--- config.mk ---
export PLATFORM = sky130hd
export DESIGN_NAME = hsm_master
export DESIGN_NICKNAME = d
export VERILOG_FILES = /design/src/rtl/hsm_buffer.v /design/src/rtl/hsm_master.v
export VERILOG_INCLUDE_DIRS = /design/src /design/src/rtl
export SDC_FILE = /design/constraint.sdc
export NUM_CORES = 1
export LEC_CHECK = 0
export BUFFER_PORTS_ARGS = -buffer_cell sky130_fd_sc_hd__buf_4
export CORE_MARGIN = 2
export CORE_UTILIZATION = 45
export CTS_CLUSTER_SIZE = 16
export DETAILED_ROUTE_END_ITERATION = 6
export GPL_TIMING_DRIVEN = 0
export PLACE_DENSITY_LB_ADDON = 0.05
export SLEW_MARGIN = 20
export SYNTH_ARGS = -nofsm -noshare
export SYNTH_HDL_FRONTEND = slang
export SYNTH_SLANG_ARGS = --single-unit
--- constraint.sdc ---
create_clock -name clock -period 5 [get_ports clock]
set_input_delay 0.75 -clock clock [delete_from_list [all_inputs] [get_ports clock]]
set_output_delay 0.75 -clock clock [all_outputs]
set_load 0.01 [all_outputs]
--- src/rtl/hsm_defines.vh ---
// hsm_defines.vh: constants shared by the handshake serial master.
// assumes it is included by bare name from the rtl files; definitions only.
`ifndef HSM_DEFINES_VH
`define HSM_DEFINES_VH

// system clock and serial rate
`define HSM_CLK_HZ 50000000
`define HSM_BIT_RATE 1000000
`define HSM_MIN_BIT_RATE 200000
`define HSM_SCK_HALF (`HSM_CLK_HZ / (2 * `HSM_BIT_RATE))

// time base: system clock divided by 256, about 195 kHz at 50 MHz, though the tick counts below assume 125 kHz
`define HSM_PRESCALE 256
`define HSM_BASE_KHZ 125

// slot period and handshake timeout, in their own units
`define HSM_SLOT_US 1000
`define HSM_TIMEOUT_US 16
// slot is a least time (round up), timeout a longest time (round down)
`define HSM_SLOT_TICKS ((`HSM_SLOT_US * `HSM_BASE_KHZ + 999) / 1000)
`define HSM_TIMEOUT_TICKS ((`HSM_TIMEOUT_US * `HSM_BASE_KHZ) / 1000)

// character format and slot limits
`define HSM_CHAR_BITS 8
`define HSM_MAX_CHARS 63
`define HSM_DEF_CHARS 8

// data transfer kinds; full duplex is the default encoding
`define HSM_MODE_TXRX 2'b00
`define HSM_MODE_TX 2'b01
`define HSM_MODE_RX 2'b10

// status reply layout: kind in bits 7:6, count in bits 5:0
`define HSM_REPLY_CAN_SEND 2'b01
`define HSM_REPLY_CAN_TAKE 2'b00
`define HSM_IDLE_FILL 8'h00

`endif

--- src/rtl/hsm_buffer.v ---
// hsm_buffer.v: simple dual-port character memory, registered read data.
// assumes one clock; write and read ports are independent.
`timescale 1ns/100ps
`default_nettype none

module hsm_buffer #(
    parameter WIDTH = 8,
    parameter DEPTH = 64,
    parameter AW = 6
) (
    input wire clock,
    input wire resetn,
    input wire wr_en,
    input wire [AW-1:0] wr_addr,
    input wire [WIDTH-1:0] wr_data,
    input wire [AW-1:0] rd_addr,
    output reg [WIDTH-1:0] rd_data
);

    reg [WIDTH-1:0] mem [0:DEPTH-1];

    // write port, no reset on the array
    always @(posedge clock) begin
        if (wr_en) begin
            mem[wr_addr] <= wr_data;
        end
    end

    // read port, data one cycle after the address
    always @(posedge clock or negedge resetn) begin
        if (!resetn) begin
            rd_data <= {WIDTH{1'b0}};
        end else begin
            rd_data <= mem[rd_addr];
        end
    end

endmodule

`default_nettype wire

--- src/rtl/hsm_master.v ---
// hsm_master.v: serial master with busy handshake, two slaves, 640 us slots.
// assumes busy_in and serial_data_in are synchronous to clock.
`timescale 1ns/100ps
`default_nettype none
`include "hsm_defines.vh"

module hsm_master #(
    parameter [7:0] CMD_STATUS = 8'h01, // arbitrary command codes
    parameter [7:0] CMD_RECEIVE = 8'h02,
    parameter [7:0] CMD_SEND = 8'h03,
    parameter [7:0] CMD_SEND_RECEIVE = 8'h04,
    parameter AW = 6
) (
    input wire clock,
    input wire resetn,
    input wire handshake_en,
    input wire [1:0] xfer_mode,
    input wire [AW-1:0] req_count,
    input wire busy_in,
    input wire serial_data_in,
    output reg serial_clock_out,
    output reg serial_data_out,
    output reg slave_select_one_n,
    output reg slave_select_two_n,
    input wire tx_wr_en,
    input wire [AW-1:0] tx_wr_addr,
    input wire [7:0] tx_wr_data,
    input wire [AW-1:0] rx_rd_addr,
    output wire [7:0] rx_rd_data,
    output reg transfer_done_event,
    output reg slot_tick_event,
    output reg timeout_tick_event,
    output reg count_short_event,
    output reg [7:0] status_reply,
    output reg data_slot,
    output reg active_slave
);

    localparam [4:0] ST_IDLE = 5'h01;
    localparam [4:0] ST_HWAIT = 5'h02;
    localparam [4:0] ST_SHIFT = 5'h04;
    localparam [4:0] ST_NEXT = 5'h08;
    localparam [4:0] ST_END = 5'h10;

    // counter end points worked out as integers, then cut to each counter's width
    localparam integer PRE_LAST_I = `HSM_PRESCALE - 1;
    localparam integer SLOT_LAST_I = `HSM_SLOT_TICKS - 1;
    localparam integer TO_LAST_I = `HSM_TIMEOUT_TICKS - 1;
    localparam integer HALF_LAST_I = `HSM_SCK_HALF - 1;
    localparam integer EDGE_LAST_I = 2 * `HSM_CHAR_BITS - 1;
    localparam [7:0] PRE_LAST = PRE_LAST_I[7:0];
    localparam [6:0] SLOT_LAST = SLOT_LAST_I[6:0];
    localparam [3:0] TO_LAST = TO_LAST_I[3:0];
    localparam [5:0] HALF_LAST = HALF_LAST_I[5:0];
    localparam [4:0] EDGE_LAST = EDGE_LAST_I[4:0];

    // command byte for the data slot of the chosen kind
    function [7:0] data_cmd;
        input [1:0] mode;
        begin
            case (mode)
                `HSM_MODE_TX: data_cmd = CMD_SEND;
                `HSM_MODE_RX: data_cmd = CMD_RECEIVE;
                default: data_cmd = CMD_SEND_RECEIVE;
            endcase
        end
    endfunction

    reg [4:0] state_r;
    reg [7:0] pre_r;
    reg [6:0] slot_r;
    reg [3:0] to_r;
    reg [5:0] half_r;
    reg [4:0] edge_r;
    reg [7:0] shift_r;
    reg cmd_done_r;
    reg [AW-1:0] idx_r;
    reg [AW-1:0] target_r;
    reg ok_r;
    wire base_tick;
    wire slot_tick;
    wire [7:0] tx_rd_data;
    wire [AW-1:0] tx_rd_addr;
    wire [AW-1:0] idx_inc;
    wire rx_we;
    wire [1:0] reply_kind;
    wire [AW-1:0] reply_count;
    wire kind_ok;

    // the prescaler runs free from reset, so slot ticks keep a fixed rhythm
    // about 195 kHz time base and 640 us slot tick from it
    assign base_tick = (pre_r == PRE_LAST);
    assign slot_tick = base_tick && (slot_r == SLOT_LAST);

    always @(posedge clock or negedge resetn) begin
        if (!resetn) begin
            pre_r <= 8'h00;
            slot_r <= 7'h00;
            slot_tick_event <= 1'b0;
        end else begin
            pre_r <= pre_r + 8'h01;
            slot_tick_event <= slot_tick;
            if (base_tick) begin
                slot_r <= slot_tick ? 7'h00 : slot_r + 7'h01;
            end
        end
    end

    // reply decode: kind in the top two bits, count in the six low bits
    // a reply with its top bit set is treated as no reply at all
    assign reply_kind = shift_r[7:6];
    assign reply_count = shift_r[5:0];
    assign kind_ok = (xfer_mode == `HSM_MODE_RX) ? (reply_kind == `HSM_REPLY_CAN_SEND) :
                     (xfer_mode == `HSM_MODE_TX) ? (reply_kind == `HSM_REPLY_CAN_TAKE) :
                     (reply_kind[1] == 1'b0);

    // look one character ahead so the byte is ready on entering the wait
    // the memory answers a cycle after its address, hence idx_inc in ST_NEXT
    assign idx_inc = idx_r + {{(AW-1){1'b0}}, 1'b1};
    assign tx_rd_addr = (state_r == ST_NEXT && cmd_done_r) ? idx_inc : idx_r;
    assign rx_we = (state_r == ST_NEXT) && cmd_done_r && data_slot &&
                   (xfer_mode != `HSM_MODE_TX);

    // sequence and shifter
    // a slot tick that arrives mid-sequence is not seen, that slot is lost
    always @(posedge clock or negedge resetn) begin
        if (!resetn) begin
            state_r <= ST_IDLE;
            to_r <= 4'h0;
            half_r <= 6'h00;
            edge_r <= 5'h00;
            shift_r <= 8'h00;
            cmd_done_r <= 1'b0;
            idx_r <= {AW{1'b0}};
            target_r <= {AW{1'b0}};
            ok_r <= 1'b0;
            serial_clock_out <= 1'b1;
            serial_data_out <= 1'b1;
            slave_select_one_n <= 1'b1;
            slave_select_two_n <= 1'b1;
            transfer_done_event <= 1'b0;
            timeout_tick_event <= 1'b0;
            count_short_event <= 1'b0;
            status_reply <= 8'h00;
            data_slot <= 1'b0;
            active_slave <= 1'b0;
        end else begin
            // event outputs are single-cycle pulses
            transfer_done_event <= 1'b0;
            timeout_tick_event <= 1'b0;
            count_short_event <= 1'b0;
            case (state_r)
                // wait for the slot tick, then select the current slave
                ST_IDLE: begin
                    if (slot_tick) begin
                        slave_select_one_n <= active_slave;
                        slave_select_two_n <= ~active_slave;
                        to_r <= 4'h0;
                        cmd_done_r <= 1'b0;
                        idx_r <= {AW{1'b0}};
                        target_r <= data_slot ? req_count : {{(AW-1){1'b0}}, 1'b1};
                        state_r <= ST_HWAIT;
                    end
                end
                // handshake wait with timeout on the time base
                // the base runs free, so the timeout falls between 5.12 and 10.24 us
                ST_HWAIT: begin
                    if (!handshake_en || !busy_in) begin
                        if (!cmd_done_r) begin
                            shift_r <= data_slot ? data_cmd(xfer_mode) : CMD_STATUS;
                        end else if (!data_slot || xfer_mode == `HSM_MODE_RX) begin
                            shift_r <= `HSM_IDLE_FILL;
                        end else begin
                            shift_r <= tx_rd_data;
                        end
                        half_r <= 6'h00;
                        edge_r <= 5'h00;
                        state_r <= ST_SHIFT;
                    end else if (base_tick) begin
                        if (to_r == TO_LAST) begin
                            timeout_tick_event <= 1'b1;
                            ok_r <= 1'b0;
                            state_r <= ST_END;
                        end else begin
                            to_r <= to_r + 4'h1;
                        end
                    end
                end
                // one character, type 1: idle high, drive on fall, sample on rise
                ST_SHIFT: begin
                    if (half_r == HALF_LAST) begin
                        half_r <= 6'h00;
                        serial_clock_out <= ~serial_clock_out;
                        if (serial_clock_out) begin
                            serial_data_out <= shift_r[7];
                        end else begin
                            shift_r <= {shift_r[6:0], serial_data_in};
                        end
                        if (edge_r == EDGE_LAST) begin
                            transfer_done_event <= 1'b1;
                            state_r <= ST_NEXT;
                        end else begin
                            edge_r <= edge_r + 5'h01;
                        end
                    end else begin
                        half_r <= half_r + 6'h01;
                    end
                end
                // account for the character just moved, then wait again or end
                ST_NEXT: begin
                    to_r <= 4'h0;
                    if (!cmd_done_r) begin
                        cmd_done_r <= 1'b1;
                        state_r <= (target_r == {AW{1'b0}}) ? ST_END : ST_HWAIT;
                        ok_r <= 1'b0;
                    end else begin
                        idx_r <= idx_inc;
                        if (!data_slot) begin
                            status_reply <= shift_r;
                            ok_r <= kind_ok && (reply_count >= req_count);
                            count_short_event <= kind_ok && (reply_count < req_count);
                        end
                        state_r <= (idx_inc >= target_r) ? ST_END : ST_HWAIT;
                    end
                end
                // deselect; keep slave for its data slot, else switch slave
                // a timed-out or refused status slot never gets a data slot
                ST_END: begin
                    slave_select_one_n <= 1'b1;
                    slave_select_two_n <= 1'b1;
                    if (!data_slot && ok_r) begin
                        data_slot <= 1'b1;
                    end else begin
                        data_slot <= 1'b0;
                        active_slave <= ~active_slave;
                    end
                    state_r <= ST_IDLE;
                end
                default: begin
                    state_r <= ST_IDLE;
                end
            endcase
        end
    end

    // transmit characters written by the user, read out per character
    hsm_buffer #(
        .WIDTH(8),
        .DEPTH(1 << AW),
        .AW(AW)
    ) u_tx_buf (
        .clock(clock),
        .resetn(resetn),
        .wr_en(tx_wr_en),
        .wr_addr(tx_wr_addr),
        .wr_data(tx_wr_data),
        .rd_addr(tx_rd_addr),
        .rd_data(tx_rd_data)
    );

    // received characters of the last data slot
    hsm_buffer #(
        .WIDTH(8),
        .DEPTH(1 << AW),
        .AW(AW)
    ) u_rx_buf (
        .clock(clock),
        .resetn(resetn),
        .wr_en(rx_we),
        .wr_addr(idx_r),
        .wr_data(shift_r),
        .rd_addr(rx_rd_addr),
        .rd_data(rx_rd_data)
    );

endmodule

`default_nettype wire

==> results of run 1 <==
[through the flow]
| stage | hold slack [ps] | utilization (%) | setup slack, ps | setup TNS, ps | total power (uW) |
|---|---|---|---|---|---|
| 2_1_floorplan | 437 | - | 1840 | 0 | 10500 |
| 3_3_place_gp | 449 | 47.3 | -24.8 | -24.8 | 10700 |
| 3_5_place_dp | 468 | 47.4 | -26.5 | -26.5 | 10700 |
| 4_1_cts | 148 | 51.2 | 154 | 0 | 19200 |
| 5_1_grt | 172 | 51.2 | 102 | 0 | 19600 |
| 6_report | 127 | 51.2 | 96.3 | 0 | 19000 |
[logic make-up after synthesis]
| kind of cell | after synthesis | share of synthesized area, % |
|---|---|---|
| flops | 1115 | 71.8 |
| simple gates | 866 | 8.46 |
| mux | 311 | 14.0 |
| compound gates | 208 | 2.94 |
| buf+inv | 180 | 1.80 |
| fa+ha+maj | 25 | 0.680 |
| xor+xnor | 18 | 0.343 |
[area by class of cell]
cell class | instances | area share (%)
Sequential cell | 1115 | 63.6
Multi-Input combinational cell | 1428 | 23.4
Clock buffer | 156 | 6.09
Tap cell | 1368 | 3.29
Buffer | 152 | 1.40
Clock inverter | 62 | 1.16
Timing Repair Buffer | 52 | 0.835
Inverter | 28 | 0.202
Antenna cell | 2 | 0.00962
[worst paths after layout]
check                           slack (ps)                  end          from  depth (start not counted)
worst max-delay path                   100  u_tx_buf.rd_data[4]      idx_r[0]                         10
worst min-delay path                   130    count_short_event        resetn                          1
worst max register to register         100  u_tx_buf.rd_data[4]      idx_r[0]                         10
worst min register to register         490                 ok_r          ok_r                          2
max in group asynchronous             4080           shift_r[6]        resetn                          1
min in group clock                     320          target_r[4]  req_count[4]                          3
[sequential cells by signal, summed over array words and instances, names as in the netlist, 4 cells and up]
name              count
edge_r                5
half_r                6
idx_r                 6
pre_r                 8
shift_r               8
slot_r                7
state_r               5
status_reply          8
target_r              6
to_r                  4
u_rx_buf.mem        512
u_rx_buf.rd_data      8
u_tx_buf.mem        512
u_tx_buf.rd_data      8
[layer usage]
layer / global-route usage, % / routed length, um / vias up
met4: 8.40 / 4720 / 0
met3: 3.35 / 5990 / 225
met5: 0 / 0 / -
met2: 40.1 / 61400 / 811
li1: - / - / 11073
met1: 31.4 / 50300 / 13320
[Yosys cell counts, types with 32 or more instances]
library cell	n	area, um2
nor3_1	32	160
o21ai_0	53	265
mux4_2	264	5950
edfxtp_1	1024	30700
mux2i_1	34	340
buf_2	46	230
nand3_1	150	751
nand2_1	389	1460
dfrtp_1	86	2150
nor2_1	174	653
a31oi_1	44	275
clkbuf_1	66	248
[power by group through the flow]
stage / clock, uW / combinational, uW / sequential, uW
6_report: 8530 / 324 / 10200
5_1_grt: 9060 / 351 / 10100
4_1_cts: 8680 / 333 / 10100
3_5_place_dp: 0 / 333 / 10300
3_3_place_gp: 0 / 325 / 10300
2_1_floorplan: 0 / 153 / 10300
==> flow_metrics.env, run 1 <==
export IMPL_status="complete, no violations"
export IMPL_grt_max_degree=92
export IMPL_power_density_nw_per_um2=365
export IMPL_fmax_mhz=204
export IMPL_multi_input_area_um2=12200
export IMPL_syn_area_per_cell_um2=16.9
export IMPL_design_area_um2=52000
export IMPL_wire_per_inst_um=28.1
export IMPL_switchingPower_uw=3820
export IMPL_num_rows=117
export IMPL_viasPerCell=5.83
export IMPL_cts_buffers=117
export IMPL_vias=25429
export IMPL_cts_tree="yes"
export IMPL_finalMaxSlewViolations=0
export IMPL_slew_headroom_pct=29.4
export IMPL_pwr_share_seq_pct=53.4
export IMPL_dieArea_um2=105000
export IMPL_p_clk_share_pct=44.9
export IMPL_dieHeight_um=324
export IMPL_ys_warn_count=0
export IMPL_antenna_found_initial=1
export IMPL_grt_pass1_wl_mm=178
export IMPL_clk_pin_slew_ps=60
export IMPL_p_leak_uw=0.0149
export IMPL_finClkSkew_ps=32.3
export IMPL_syn_inst=2723
export IMPL_layout_commonest_cell="edfxtp_1"
export IMPL_finalCritPeriodShare_pct=98.1
export IMPL_period_minus_slack_ps=4900
export IMPL_min_path_type="in2async"
export IMPL_finalHoldViolations=0
export IMPL_final_antenna_net_count=0
export IMPL_crit_required_ps=5560
export IMPL_tightestPinTransition_ps=1050
export IMPL_ys_seq_area_share_pct=71.8
export IMPL_hpwl_mm=81.9
export IMPL_end_kind="flip-flop"
export IMPL_max_stage_delay_ps=810
export IMPL_p_int_uw=15200
export IMPL_syn_area_um2=46000
export IMPL_synth_seq_cells=1115
export IMPL_drt_pre_antenna_iters=6
export IMPL_most_common_layout_cells="edfxtp_1, nand2_1, mux4_2, nor2_1, nand3_1"
export IMPL_postCtsSetupBuffers=0
export IMPL_grt_use_total_pct=23.7
export IMPL_cts_hold_fix_buffers=0
export IMPL_synthDistinctLibCells=64
export IMPL_fillers=8402
export IMPL_drive_above_1_share_pct=20.0
export IMPL_drc=0
export IMPL_cp_arrival_ps=5460
export IMPL_coreArea_um2=102000
export IMPL_crit_buf_inv=2
export IMPL_clkLatencyLatePin_ps=710
export IMPL_start_util_pct=45.3
export IMPL_clockRootBuffer="clkbuf_16"
export IMPL_grt_pass1_vias=25623
export IMPL_drt_initial_drc_count=2714
export IMPL_die_w_um=324
export IMPL_synth_edf_count=1024
export IMPL_combinationalPowerShare_pct=1.7
export IMPL_io_pins=60
export IMPL_rsz0062_at_grt="false"
export IMPL_crit_family="compound AO/OA/AOI/OAI gates"
export IMPL_grt_overflow=0
export IMPL_stdcell_count=4363
export IMPL_setup_viol=0
export IMPL_h_tree_depth=3
export IMPL_peakVddDrop_mv=0.257
export IMPL_p_sw_share_pct=20.1
export IMPL_clock_sink_count=1115
export IMPL_slowest_stage="a31oi_1"
export IMPL_synth_fp_nets=2782
export IMPL_yosys_most_used_dff="edfxtp_1"
export IMPL_dp_cells=4143
export IMPL_crit_chain="ha_1, nor2b_1, nor2_2, inv_1, o22ai_2, buf_2, nand3_1, a31oi_1, o21ai_0, and4_1"
export IMPL_place_area_um2=48200
export IMPL_drv_cap=0
export IMPL_routed_wl_mm=122
export IMPL_fin_nets=2953
export IMPL_clock_path_buffers=3
export IMPL_startpoint_type="flip-flop"
export IMPL_cts_resized=1
export IMPL_portBuffers=50
export IMPL_gp_congestion=0.944
export IMPL_async_reset_ff_share_pct=8.16
export IMPL_path_class="reg2reg"
export IMPL_cp_max_fo=10
export IMPL_regArea_um2=33100
export IMPL_area_growth_pct=13.0
(Power assumes the default switching activity.)
==> run 2, diff against run 1 <==
- RECOVER_POWER: default -> 50
==> run 2 against run 1 <==
Against the previous run:
- the run now ends with capacitance limit, slew limit left
- fmax increased by 0.14%
- total power barely moved
- via count fell by 0.14%
- worst setup slack gained 7.1 ps
- worst hold slack better by 200 ps
- die area unchanged
- critical endpoint unchanged
- largest power group unchanged
==> flow_metrics.env, run 2 (same netlist as run 1, synthesis figures left out) <==
export IMPL_clock_path_buffers=3
export IMPL_drc=0
export IMPL_slowest_stage="a31oi_1"
export IMPL_wire_per_inst_um=28.0
export IMPL_hold_ws_ps=327
export IMPL_clk_pin_slew_ps=60
export IMPL_drt_pre_antenna_iters=5
export IMPL_dieArea_um2=105000
export IMPL_crit_required_ps=5560
export IMPL_cp_arrival_ps=5460
export IMPL_setup_viol=0
export IMPL_finalCoreUtilization_pct=51.1
export IMPL_grt_pass1_wl_mm=178
export IMPL_fmax_mhz=204
export IMPL_path_class="reg2reg"
export IMPL_tightestPinTransition_ps=3520
export IMPL_cp_max_fo=10
export IMPL_clock_sink_count=1115
export IMPL_area_growth_pct=12.8
export IMPL_min_path_type="in2reg"
export IMPL_dieHeight_um=324
export IMPL_gp_congestion=0.944
export IMPL_cts_buffers=117
export IMPL_num_rows=117
export IMPL_regArea_um2=33000
export IMPL_max_stage_delay_ps=820
export IMPL_multi_input_area_um2=12200
export IMPL_layout_commonest_cell="edfxtp_1"
export IMPL_postCtsSetupBuffers=0
export IMPL_grt_overflow=0
export IMPL_coreArea_um2=102000
export IMPL_power_density_nw_per_um2=366
export IMPL_finalMaxSlewViolations=1162
export IMPL_vias=25394
export IMPL_clkLatencyLatePin_ps=710
export IMPL_io_pins=60
export IMPL_design_area_um2=51900
export IMPL_h_tree_depth=3
export IMPL_reg_largest_list="u_rx_buf.mem (512), u_tx_buf.mem (512)"
export IMPL_finalCritPeriodShare_pct=97.9
export IMPL_end_kind="flip-flop"
export IMPL_cts_hold_fix_buffers=0
export IMPL_drt_initial_drc_count=2665
export IMPL_viasPerCell=5.82
export IMPL_drive_above_1_share_pct=19.5
export IMPL_violations="capacitance limit, slew limit"
export IMPL_p_leak_uw=0.0149
export IMPL_start_util_pct=45.3
export IMPL_portBuffers=50
export IMPL_drv_cap=17
export IMPL_crit_family="compound AO/OA/AOI/OAI gates"
export IMPL_status="finished, violations left"
export IMPL_slew_headroom_pct=-135
export IMPL_finClkSkew_ps=29.9
export IMPL_fin_nets=2953
export IMPL_grt_max_degree=92
export IMPL_clockRootBuffer="clkbuf_16"
export IMPL_fillers=8414
export IMPL_period_minus_slack_ps=4900
export IMPL_startpoint_type="flip-flop"
export IMPL_grt_use_total_pct=23.7
export IMPL_crit_buf_inv=2
export IMPL_die_w_um=324
export IMPL_rsz0062_at_grt="false"
export IMPL_final_antenna_net_count=0
export IMPL_cts_tree="yes"
export IMPL_crit_chain="ha_1, nor2b_1, nor2_2, inv_1, o22ai_2, buf_2, nand3_1, a31oi_1, o21ai_0, and4_1"
export IMPL_grt_pass1_vias=25623
export IMPL_antenna_found_initial=1
export IMPL_finalHoldViolations=0
export IMPL_peakVddDrop_mv=0.256
export IMPL_most_common_layout_cells="edfxtp_1, nand2_1, mux4_2, nor2_1, nand3_1"
export IMPL_cts_resized=1
export IMPL_place_area_um2=48200
export IMPL_routed_wl_mm=122
export IMPL_hpwl_mm=81.9
## run 2: cell types whose count changed in the layout (fill, tap and decap cells not counted), sizes merged
| cell | previous run | this run |
|---|---|---|
| buf | 136 | 125 |
| diode | 2 | 4 |
| clkbuf | 224 | 235 |
## run 2: report_power, final
part           switching (uW)  total [uW]  leakage (uW)  internal, uW
clock                    3580        8530       0.00184          4950
combinational             234         321       0.00452          86.8
sequential               9.58       10200       0.00853         10200
total                    3830       19000        0.0149         15200
## run 2: area by class of cell
cell class | count | share of cell area [%]
inverter | 28 | 0.203
sequential | 1115 | 63.7
tap | 1368 | 3.30
clock buffer | 156 | 6.10
multi-input combinational | 1428 | 23.5
buffer | 152 | 1.40
clock inverter | 62 | 1.17
antenna | 4 | 0.0193
timing repair buffer | 52 | 0.675
## run 2: through the flow
stage | total power (uW) | setup WS (ps) | instances | setup TNS, ps
4_1_cts | 19200 | 154 | 4361 | 0
3_5_place_dp | 10700 | -26.5 | 4143 | -26.5
2_1_floorplan | 10500 | 1840 | 2723 | 0
6_report | 19000 | 103 | 4365 | 0
5_1_grt | 19600 | 102 | 4363 | 0
3_3_place_gp | 10700 | -24.8 | 4141 | -24.8
## run 2: worst paths after layout
check                                  start                   to  slack, ps  depth (start not counted)
worst max-delay path                idx_r[0]  u_tx_buf.rd_data[4]        100                         10
worst min-delay path            req_count[4]          target_r[4]        330                          3
worst max register to register      idx_r[0]  u_tx_buf.rd_data[4]        100                         10
worst min register to register          ok_r                 ok_r        490                          2
max in group asynchronous             resetn           shift_r[3]       2420                          1
min in group asynchronous             resetn      status_reply[7]        800                          1
## run 2: metal layers
layer	routed length (um)	GRT usage (%)	vias to the layer above
met4	4780	8.40	0
li1	-	-	11079
met2	61500	40.1	821
met5	0	0	-
met1	50000	31.4	13270
met3	6040	3.35	224
## run 2: tightest hold or removal path: stages
cell	delay [ps]
buf_4	100
nand3_1	70
o21ai_0	70
